<file path="config.mk">
export PLATFORM = sky130hd
export DESIGN_NAME = dabt_timer
export DESIGN_NICKNAME = d
export VERILOG_FILES = /design/src/hdl/dabt_pkg.sv /design/src/hdl/dabt_timer.sv
export VERILOG_INCLUDE_DIRS = /design/src /design/src/hdl
export SDC_FILE = /design/constraint.sdc
export NUM_CORES = 1
export LEC_CHECK = 0
export ABC_AREA = 1
export BUFFER_PORTS_ARGS = -buffer_cell sky130_fd_sc_hd__buf_4
export CORE_ASPECT_RATIO = 0.8
export CORE_MARGIN = 3
export CORE_UTILIZATION = 59
export CTS_CLUSTER_DIAMETER = 100
export DETAILED_ROUTE_END_ITERATION = 8
export HOLD_SLACK_MARGIN = 0.08
export PLACE_DENSITY = 0.92
export SETUP_SLACK_MARGIN = 0.5
export SKIP_CTS_REPAIR_TIMING = 1
export SYNTH_ARGS = -nofsm -noshare
export SYNTH_HDL_FRONTEND = slang
export SYNTH_SLANG_ARGS = --single-unit
</file>
<file path="constraint.sdc">
create_clock -name hclk -period 5.4 [get_ports hclk]
set_clock_uncertainty 0.1 [all_clocks]
set_input_delay 0 -clock hclk [delete_from_list [all_inputs] [get_ports hclk]]
set_output_delay 0 -clock hclk [all_outputs]
set_load 0.01 [all_outputs]
</file>
<file path="src/hdl/dabt_cfg.svh">
`ifndef DABT_CFG_SVH
`define DABT_CFG_SVH

// ****************************************************************
// Register indices, byte address is four times the index
// ****************************************************************
`define DABT_IDX_PRELOAD0   8'hD2
`define DABT_IDX_PRELOAD1   8'hD3
`define DABT_IDX_CTRL       8'hD4
`define DABT_IDX_FREQ       8'hD5
`define DABT_IDX_FLAG       8'hDA
`define DABT_IDX_COUNT0     8'hE0
`define DABT_IDX_COUNT1     8'hE1
`define DABT_IDX_IRQ_EN     8'hE2
`define DABT_IDX_IRQ_CLR    8'hE3

// ****************************************************************
// Field positions
// ****************************************************************
`define DABT_RUN1_BIT       7
`define DABT_DIV1_LSB       4
`define DABT_RUN0_BIT       3
`define DABT_DIV0_LSB       0
`define DABT_FSEL1_LSB      4
`define DABT_FSEL0_LSB      0
`define DABT_FLAG1_BIT      3
`define DABT_FLAG0_BIT      2

// ****************************************************************
// Reset values
// ****************************************************************
`define DABT_RST_BYTE       8'h00
`define DABT_RST_FLAGS      2'h0

// ****************************************************************
// Timing
// ****************************************************************
`define DABT_CLK_MHZ        125
`define DABT_BASE_MHZ       8
`define DABT_FSEL_MAX       3
`define DABT_PRE_W          14

`endif

</file>
<file path="src/hdl/dabt_pkg.sv">
package dabt_pkg;

  typedef logic [7:0]  dabt_byte_t;
  typedef logic [13:0] dabt_pre_t;

  typedef enum logic [1:0]
  {
    DABT_F1M,
    DABT_F2M,
    DABT_F4M,
    DABT_F8M
  } dabt_fsel_t;

endpackage : dabt_pkg

</file>
<file path="src/hdl/dabt_timer.sv">
// Local design decision: register access over AHB-Lite.
`timescale 1ns/1ns
`include "dabt_cfg.svh"


module dabt_timer
  import dabt_pkg::*;
#(
  parameter int CLK_MHZ  = `DABT_CLK_MHZ,
  parameter int BASE_MHZ = `DABT_BASE_MHZ
)
(
  input  wire logic        hclk,
  input  wire logic        hresetn,
  input  wire logic        hsel,
  input  wire logic [31:0] haddr,
  input  wire logic [1:0]  htrans,
  input  wire logic        hwrite,
  input  wire logic [2:0]  hsize,
  input  wire logic [31:0] hwdata,
  input  wire logic        hready,
  output logic             hreadyout,
  output logic             hresp,
  output logic [31:0]      hrdata,
  input  wire logic [1:0]  irq_ack,
  output logic             irq
);

  // ****************************************************************
  // Bus slave
  // ****************************************************************
  // Zero wait states; every transfer completes OKAY.
  assign hreadyout = 1'b1;
  assign hresp     = 1'b0;

  logic             addr_ok;
  logic             take;
  logic             wr_pend_q;
  logic [7:0]       wr_idx_q;
  logic [31:0]      hrdata_q;
  logic             wr_now;
  dabt_byte_t       wbyte;
  logic             rd_take;

  // Upper address bits must be zero, else the access is unmapped
  assign addr_ok = (haddr[31:10] == 22'h000000) && (haddr[1:0] == 2'h0);
  assign take    = hsel && hready && htrans[1];
  assign wr_now  = wr_pend_q;
  assign wbyte   = hwdata[7:0];
  assign rd_take = take && !hwrite;

  // Index kept for the data phase, when the write data arrive
  always_ff @(posedge hclk or negedge hresetn)
  begin
    if (!hresetn)
    begin
      wr_pend_q <= 1'b0;
      wr_idx_q  <= 8'h00;
    end
    else
    begin
      wr_pend_q <= take && hwrite && addr_ok;
      wr_idx_q  <= haddr[9:2];
    end
  end

  function automatic logic wr_hit(input logic [7:0] idx);
    wr_hit = wr_now && (wr_idx_q == idx);
  endfunction : wr_hit

  // ****************************************************************
  // Software registers
  // ****************************************************************
  dabt_byte_t       preload_q [2];
  dabt_byte_t       ctrl_q;
  dabt_byte_t       freq_q;
  logic [1:0]       irq_en_q;
  logic [1:0]       irq_en_d;

  always_ff @(posedge hclk or negedge hresetn)
  begin
    if (!hresetn)
    begin
      preload_q[0] <= `DABT_RST_BYTE;
      preload_q[1] <= `DABT_RST_BYTE;
    end
    else
    begin
      // Taken at any time, running or not
      if (wr_hit(`DABT_IDX_PRELOAD0))
        preload_q[0] <= wbyte;
      if (wr_hit(`DABT_IDX_PRELOAD1))
        preload_q[1] <= wbyte;
    end
  end

  always_ff @(posedge hclk or negedge hresetn)
  begin
    if (!hresetn)
      ctrl_q <= `DABT_RST_BYTE;
    else if (wr_hit(`DABT_IDX_CTRL))
      ctrl_q <= wbyte;
  end

  always_ff @(posedge hclk or negedge hresetn)
  begin
    if (!hresetn)
      freq_q <= `DABT_RST_BYTE;
    else if (wr_hit(`DABT_IDX_FREQ))
      freq_q <= wbyte;
  end

  // Next enable computed once so irq can follow it in the same clock
  always_comb
  begin
    irq_en_d = irq_en_q;
    if (wr_hit(`DABT_IDX_IRQ_EN))
      irq_en_d = {wbyte[`DABT_FLAG1_BIT], wbyte[`DABT_FLAG0_BIT]};
  end

  always_ff @(posedge hclk or negedge hresetn)
  begin
    if (!hresetn)
      irq_en_q <= `DABT_RST_FLAGS;
    else
      irq_en_q <= irq_en_d;
  end

  // ****************************************************************
  // Field extraction
  // ****************************************************************
  logic [1:0]       run;
  logic [2:0]       div_code [2];
  dabt_fsel_t       fsel [2];

  assign run[1]      = ctrl_q[`DABT_RUN1_BIT];
  assign run[0]      = ctrl_q[`DABT_RUN0_BIT];
  assign div_code[1] = ctrl_q[`DABT_DIV1_LSB +: 3];
  assign div_code[0] = ctrl_q[`DABT_DIV0_LSB +: 3];
  assign fsel[1]     = dabt_fsel_t'(freq_q[`DABT_FSEL1_LSB +: 2]);
  assign fsel[0]     = dabt_fsel_t'(freq_q[`DABT_FSEL0_LSB +: 2]);

  // ****************************************************************
  // Base tick generator
  // ****************************************************************
  // Fractional accumulator: average rate is exact, jitter one clock.
  // A divider by an integer is impossible since 125 is not a multiple of 8.
  // Limitation: needs BASE_MHZ <= CLK_MHZ <= 256, the accumulator is 8 bits
  logic [7:0]       acc_q;
  logic             base_tick;
  logic [8:0]       acc_sum;

  assign acc_sum   = {1'b0, acc_q} + 9'(BASE_MHZ);
  assign base_tick = (acc_sum >= 9'(CLK_MHZ));

  always_ff @(posedge hclk or negedge hresetn)
  begin
    if (!hresetn)
      acc_q <= 8'h00;
    else if (base_tick)
      acc_q <= 8'(acc_sum - 9'(CLK_MHZ));
    else
      acc_q <= acc_sum[7:0];
  end

  // Base ticks per count step: 2^(divider exponent + 3 - freq select)
  function automatic dabt_pre_t step_last(input logic [2:0] code,
                                          input dabt_fsel_t f);
    logic [4:0] e;
    e = 5'h00;
    unique case (code)
      3'h0: e = 5'd0;
      3'h1: e = 5'd1;
      3'h2: e = 5'd2;
      3'h3: e = 5'd3;
      3'h4: e = 5'd4;
      3'h5: e = 5'd6;
      3'h6: e = 5'd8;
      3'h7: e = 5'd10;
    endcase
    e = e + 5'(`DABT_FSEL_MAX) - {3'h0, f};
    step_last = dabt_pre_t'((15'h0001 << e) - 15'h0001);
  endfunction : step_last

  // ****************************************************************
  // Timers
  // ****************************************************************
  dabt_byte_t       count_q [2];
  logic [1:0]       ovf;
  logic [1:0]       run_prev_q;

  always_ff @(posedge hclk or negedge hresetn)
  begin
    if (!hresetn)
      run_prev_q <= 2'h0;
    else
      run_prev_q <= run;
  end

  for (genvar t = 0; t < 2; t++)
  begin : g_tmr
    dabt_pre_t  pre_q;
    logic       restart;
    logic       pl_wr;
    logic       step;

    assign pl_wr   = wr_hit(t == 0 ? `DABT_IDX_PRELOAD0
                                   : `DABT_IDX_PRELOAD1);
    assign restart = (run[t] && !run_prev_q[t])
                     || (pl_wr && run[t]);
    assign step    = run[t] && base_tick && !restart
                     && (pre_q >= step_last(div_code[t], fsel[t]));
    // Single-cycle pulse per wrap
    assign ovf[t]  = step && (count_q[t] == 8'hFF);

    // Prescaler restarts with the count so the first step is a full period
    always_ff @(posedge hclk or negedge hresetn)
    begin
      if (!hresetn)
        pre_q <= '0;
      else if (restart || !run[t] || step)
        pre_q <= '0;
      else if (base_tick)
        pre_q <= pre_q + dabt_pre_t'(1);
    end

    // A preload write while running wins over a wrap or a step
    always_ff @(posedge hclk or negedge hresetn)
    begin
      if (!hresetn)
        count_q[t] <= `DABT_RST_BYTE;
      else if (restart && pl_wr)
        count_q[t] <= wbyte;
      else if (restart)
        count_q[t] <= preload_q[t];
      else if (ovf[t])
        count_q[t] <= preload_q[t];
      else if (step)
        count_q[t] <= count_q[t] + 8'h01;
      // Disabled: holds its value
    end
  end

  // ****************************************************************
  // Interrupt flags
  // ****************************************************************
  logic [1:0]       flag_q;
  logic [1:0]       flag_d;
  logic [1:0]       clr;
  logic             irq_d;

  // Write 0 to the flag register, write 1 to clear register, or service
  always_comb
  begin
    clr = irq_ack;
    if (wr_hit(`DABT_IDX_FLAG))
      clr = clr | ~{wbyte[`DABT_FLAG1_BIT], wbyte[`DABT_FLAG0_BIT]};
    if (wr_hit(`DABT_IDX_IRQ_CLR))
      clr = clr | {wbyte[`DABT_FLAG1_BIT], wbyte[`DABT_FLAG0_BIT]};
  end

  // Set wins so a wrap in the clearing cycle is kept
  assign flag_d = (flag_q & ~clr) | ovf;
  // Uses the next enable too, so irq has no extra clock of lag
  assign irq_d  = |(flag_d & irq_en_d);

  always_ff @(posedge hclk or negedge hresetn)
  begin
    if (!hresetn)
      flag_q <= `DABT_RST_FLAGS;
    else
      flag_q <= flag_d;
  end

  always_ff @(posedge hclk or negedge hresetn)
  begin
    if (!hresetn)
      irq <= 1'b0;
    else
      irq <= irq_d;
  end

  // ****************************************************************
  // Read data
  // ****************************************************************
  // Snapshot in the address phase; counting is never paused by a read.
  dabt_byte_t       rsel;
  logic [7:0]       flag_byte;

  always_comb
  begin
    flag_byte                  = 8'h00;
    flag_byte[`DABT_FLAG1_BIT] = flag_q[1];
    flag_byte[`DABT_FLAG0_BIT] = flag_q[0];
    rsel = 8'h00;
    if (addr_ok)
    begin
      unique case (haddr[9:2])
        `DABT_IDX_PRELOAD0: rsel = preload_q[0];
        `DABT_IDX_PRELOAD1: rsel = preload_q[1];
        `DABT_IDX_CTRL:     rsel = ctrl_q;
        `DABT_IDX_FREQ:     rsel = freq_q;
        `DABT_IDX_FLAG:     rsel = flag_byte;
        `DABT_IDX_COUNT0:   rsel = count_q[0];
        `DABT_IDX_COUNT1:   rsel = count_q[1];
        `DABT_IDX_IRQ_EN:
        begin
          rsel                  = 8'h00;
          rsel[`DABT_FLAG1_BIT] = irq_en_q[1];
          rsel[`DABT_FLAG0_BIT] = irq_en_q[0];
        end
        default:            rsel = 8'h00;
      endcase
    end
  end

  always_ff @(posedge hclk or negedge hresetn)
  begin
    if (!hresetn)
      hrdata_q <= 32'h00000000;
    else if (rd_take)
      hrdata_q <= {24'h000000, rsel};
  end

  assign hrdata = hrdata_q;

endmodule : dabt_timer

</file>
# Word-level counts from Yosys, hierarchy flattened
# Memories as Yosys holds them, arrays and structs flattened.
# Cells that the tools add are included.
# op_classes
n_addsub,12
order_cmp,3
eq_ne,17
shift,2
mux,18
bitwise,7
reduce_logical,47
# op_table
cell,count
$eq 8x8->1 const B,17
$mux 8,10
$pmux 8 s8,1
$mux 14,4
$add 14x1->14 const B,2
$ge 14x14->1,2
$shl 1x5->14 const A,2
$sub 14x1->14 const B,2
$logic_and 1x1->1,27
$logic_not 22->1,1
$add 8x1->8 const B,2
$add 5x2->5 const B,2
$sub 5x2->5,2
$add 8x4->9 const B,1
$ge 9x7->1 const B,1
$reduce_bool 4->1,2
$sub 8x7->8 const B,1
$logic_not 1->1,7
$logic_or 1x1->1,6
$mux 2,3
$or 2x2->2,3
$and 2x2->2,2
$not 2->2,2
$reduce_bool 2->1,2
other kinds (2),2
# word_totals
register_bits,108
rom_bits,64
inputBits,76
output_inout_bits,35
elab_cells,124
mem_count,2
# mem_list
memory,words,word_bits,rd,rd_clocked_by_memory_dff,wr,line_no,source
(no name shown),8,4,1,0,0,dabt_timer.sv:171,unique case (code)
(no name shown),8,4,1,0,0,dabt_timer.sv:171,

# Depth between registers and ports, before layout
# logic_depth
depth_word,11
mapped_depth,29
ltp_nobuf,29

# Least setup slack after synthesis
# No wires, ideal clock.
# synth_path
kind,reg-to-reg
start,reg ctrl_q[2]
end,reg count_q[12] in the netlist's numbering
setup_time_ns,0.117
arrival_time_ns,3.880
t_required_ns,5.183
path_slack_ns,1.304
path_stages_with_launch,29
path_buffers,1
period_less_slack_ns,4.096
path_cell_list,dfrtp_1 inv_1 o21ai_0 ha_1 ha_1 inv_1 fa_1 xnor2_2 inv_1 nor2_4 nand2_1 ha_1 nand2_1 nor2_1 nand3_1 xor2_1 ha_1 nand2_1 inv_1 nand2_1 nand2_1 a21oi_1 nand3_1 nand2_2 nand2_2 buf_6 o21a_1 nand2_1 nand2_1
# synth_between
elab_chain_cells,11
word_cells_on_any_way,12
cone_classes,add/sub: 3; order compare: 1; shift: 1; mux: 3; reduce/logical: 3; memory: 1
# synth_rtl
element,line_no,source
"start, declared",dabt_timer.sv:75,dabt_byte_t ctrl_q;
"start signal, assigned",dabt_timer.sv:100,ctrl_q <= `DABT_RST_BYTE;
"start signal, assigned",dabt_timer.sv:102,ctrl_q <= wbyte;
$mem_v2 8x4 *,-,
$add 5x2->5 *,dabt_timer.sv:181,"e = e + 5'(`DABT_FSEL_MAX) - {3'h0, f};"
$sub 5x2->5 *,dabt_timer.sv:181,
$shl 1x5->14 *,dabt_timer.sv:182,step_last = dabt_pre_t'((15'h0001 << e) - 15'h0001);
$sub 14x1->14 *,dabt_timer.sv:182,
$ge 14x14->1 *,dabt_timer.sv:212,"&& (pre_q >= step_last(div_code[t], fsel[t]));"
$logic_and 1x1->1 *,dabt_timer.sv:212,
$logic_and 1x1->1,dabt_timer.sv:214,assign ovf[t] = step && (count_q[t] == 8'hFF);
$mux 8,dabt_timer.sv:236,else if (ovf[t])
$mux 8,dabt_timer.sv:234,else if (restart)
$mux 8,dabt_timer.sv:232,else if (restart && pl_wr)
"end signal, assigned by index",dabt_timer.sv:233,count_q[t] <= wbyte;
"end signal, assigned by index",dabt_timer.sv:235,count_q[t] <= preload_q[t];
"end signal, assigned by index",dabt_timer.sv:237,count_q[t] <= preload_q[t];
"end, declared",dabt_timer.sv:188,dabt_byte_t count_q [2];
# Every way passes the cells marked *; elsewhere a longest branch is shown, timed or not.
# A chain may end at the register's enable or synchronous reset.

# Final worst setup path
# layout_path
start,reg ctrl_q[6]
end,reg g_tmr[1].pre_q[9]
# layout_between
elab_chain_cells,9
word_cells_on_any_way,10
cone_classes,add/sub: 3; order compare: 1; shift: 1; mux: 1; reduce/logical: 3; memory: 1
# layout_rtl
element,line_no,source
$mem_v2 8x4 *,-,
$add 5x2->5 *,dabt_timer.sv:181,
$sub 5x2->5 *,dabt_timer.sv:181,
$shl 1x5->14 *,dabt_timer.sv:182,
$sub 14x1->14 *,dabt_timer.sv:182,
$ge 14x14->1 *,dabt_timer.sv:212,
$logic_and 1x1->1 *,dabt_timer.sv:212,
$logic_or 1x1->1 *,dabt_timer.sv:221,else if (restart || !run[t] || step)
$mux 14 / $reduce_bool 2->1 (equally long branches),-,
"end signal, assigned",dabt_timer.sv:224,pre_q <= pre_q + dabt_pre_t'(1);
"end, declared",dabt_timer.sv:202,dabt_pre_t pre_q;
# Marked as above.

==> results.sh <==
export IMPL_cpMaxStageDelayCell="dfrtp_1"
export IMPL_fmax_mhz=218.4
export IMPL_hold_path_class="in2async"
export IMPL_synth_seq_cells=108
export IMPL_grt_pass1_vias=6761
export IMPL_worst_ep_required_time_ps=5550
export IMPL_cts_sinks=108
export IMPL_finalCriticalPeriod_ps=4578
export IMPL_fin_cells=1280
export IMPL_maxSlewViolCount=0
export IMPL_ir_drop_v=0.0001937
export IMPL_die_area_um2=14630
export IMPL_status="complete, no violations"
export IMPL_crit_path_end="g_tmr[1].pre_q[9]"
export IMPL_end_kind="register"
export IMPL_overflow=0
export IMPL_die_h_um=108.8
export IMPL_vias=7207
export IMPL_antenna_found_initial=0
export IMPL_area_delta_synth_final_pct=13.59
export IMPL_worstPathCellList="nand2_1 -> o21ai_0 -> ha_1 -> ha_1 -> inv_1 -> fa_1 -> xnor2_2 -> inv_1 -> nor2_4 -> nand2_1 -> ha_1 -> o21a_1 -> nand2_1 -> nor2_1 -> xor2_1 -> ha_1 -> nand2_1 -> nor2_1 -> and2_1 -> nand2_1 -> nand3_2 -> nand2_4 -> nand3_4 -> o31ai_1"
export IMPL_io_buffers=56
export IMPL_clk_latency_ps=360
export IMPL_synth_edf_count=0
export IMPL_worst_slew_pin_transition_ps=926.9
export IMPL_cp_startpoint="ctrl_q[6]"
export IMPL_tns_ps=0
export IMPL_cts_made_buffers=9
export IMPL_final_common_cell="nand2_1"
export IMPL_critical_path_max_stage_delay_ps=480
export IMPL_nets=1228
export IMPL_routabilityCongestion=0.9437
export IMPL_ios=111
export IMPL_diodes=0
export IMPL_drc=0
export IMPL_core_area_um2=12520
export IMPL_dp_final_hpwl_mm=14.19
export IMPL_finalSetupViolations=0
export IMPL_async_flop_share=1.000
export IMPL_rows=36
export IMPL_antenna_left=0
export IMPL_reg2reg_depth=24
export IMPL_initial_core_util=0.6221
export IMPL_relSlewSlack=0.3787
export IMPL_cts_root_buf="clkbuf_16"
export IMPL_final_cell_mix="nand2_1, inv_1, dfrtp_1"
export IMPL_arrival_ps=4720
export IMPL_rr_endpoint="g_tmr[1].pre_q[9]"
export IMPL_htreeDepth=3
export IMPL_start_kind="register"
export IMPL_cp_max_fo=13
export IMPL_track_usage=0.2646
export IMPL_fin_crit_sh=0.8478
export IMPL_place_area_um2=8239
export IMPL_grt_setup_unrepaired="no"
export IMPL_hold_violations=0
export IMPL_syn_cell_area_um2=7790
export IMPL_syn_inst=1025
export IMPL_grt_max_degree=67
export IMPL_path_delay_family="simple AND/OR/NAND/NOR gates"
export IMPL_maxCapViolCount=0
export IMPL_power_density_nw_per_um2=184.1
export IMPL_cts_tree="yes"
export IMPL_r2r_start="ctrl_q[6]"
export IMPL_grt_pass1_wl_mm=31.42
export IMPL_yosys_warnings=0
export IMPL_worst_path_stages=24
export IMPL_drtPass1Iterations=6
export IMPL_drt_vias_per_instance=5.630
export IMPL_synth_main_ff_cell="dfrtp_1"
export IMPL_reg2reg_slack_ps=820
export IMPL_cpMostUsedCell="nand2_1"
export IMPL_path_clk_slew_ps=70
export IMPL_drt_total_wl_mm=19.59
export IMPL_synth_cell_type_count=52
export IMPL_leakage_uw=0.004720
export IMPL_drt_initial_drc_count=721
export IMPL_clk_path_buf_depth=2
export IMPL_p_total_uw=1629
export IMPL_syn_avg_cell_area_um2=7.600
export IMPL_dp_cells=1236
export IMPL_post_drt_wl_per_cell_um=15.31
export IMPL_ys_seq_area_frac=0.3469
export IMPL_drive_gt1_frac=0.1307
export IMPL_crit_type="reg2reg"
export IMPL_die_w_um=134.5
export IMPL_path_buf_inv=2
export IMPL_fin_area_um2=8848
[registers in the layout, indices dropped and copies added (netlist names), 8 cells and up]
register / cells
hrdata: 8
freq_q: 8
preload_q: 16
acc_q: 8
g_tmr.pre_q: 28
count_q: 16
ctrl_q: 8
wr_idx_q: 8
[metrics by stage]
| stage | hold slack, ps | utilization | setup slack, ps |
|---|---|---|---|
| detailed placement | -75.29 | 0.6580 | 621.3 |
| CTS | -451.3 | 0.6837 | 598.5 |
| global route | 114.1 | 0.7066 | 495.5 |
| global placement | -80.54 | 0.6580 | 802.4 |
| floorplan | -395.6 | - | 1304 |
| finish | 65.89 | 0.7066 | 821.8 |
[routing by layer]
layer	wire, µm	vias to the layer above	global-route usage	share of wire
met1	8403	3369	0.3528	0.43
met5	0	-	0	0
met4	337	0	0.07267	0.017
met2	9310	313	0.4444	0.48
met3	1540	39	0.05304	0.079
li1	-	3486	-	-
[worst min-delay path by stage]
stage / from / endpoint / slack, ps / cells after the start
floorplan: hresetn / acc_q[0] / -400 / 0
global placement: hresetn / g_tmr[1].pre_q[7] / -80 / 1
detailed placement: hresetn / g_tmr[1].pre_q[6] / -80 / 1
CTS: hresetn / g_tmr[1].pre_q[6] / -450 / 1
global route: haddr[17] / hrdata[2] / 110 / 6
finish: hresetn / g_tmr[1].pre_q[6] / 70 / 2
[cell families (layout without fill, tap and decap cells)]
family / Yosys count / in the layout / synth area share
fa+ha+maj: 48 / 48 / 0.07902
buf+inv: 168 / 228 / 0.09782
other cells: 2 / 26 / 0.0009641
compound gates: 123 / 123 / 0.09798
flops: 108 / 108 / 0.3469
simple gates: 534 / 534 / 0.3281
xor+xnor: 42 / 42 / 0.04915
[Yosys cell counts (9+ instances only)]
cell type  instances  area (µm²)
dfrtp_1          108        2703
nand2_1          259       972.2
buf_4             27       202.7
o21a_1            17       127.6
ha_1              46       575.6
nor3_1            28       140.1
xor2_1            26       227.7
nand3_1           98       490.5
nand2_2            9       56.30
nor4_1            13       81.33
xnor2_1           14       122.6
o21ai_0           49       245.2
nand4_1           21       131.4
a21oi_1           29       145.1
nor2_1            60       225.2
inv_1            122       457.9
[cell type report]
type,instances,area [µm²]
inverter,127,479.2
sequential,108,2703
fill,941,3674
clock inverter,7,96.34
clock buffer,9,225.2
timing repair buffer,85,690.7
multi-input combinational,773,4441
tap,171,214.0
[power by group]
group          switching (µW)  leakage [µW]  total [µW]  internal, µW
Sequential               1.77       0.00119         813           811
Clock                     316      0.000161         726           410
Combinational            53.8       0.00337        90.5          36.8
Total                     371       0.00472        1630          1260
No activity file was read; power rests on OpenSTA's default activity.
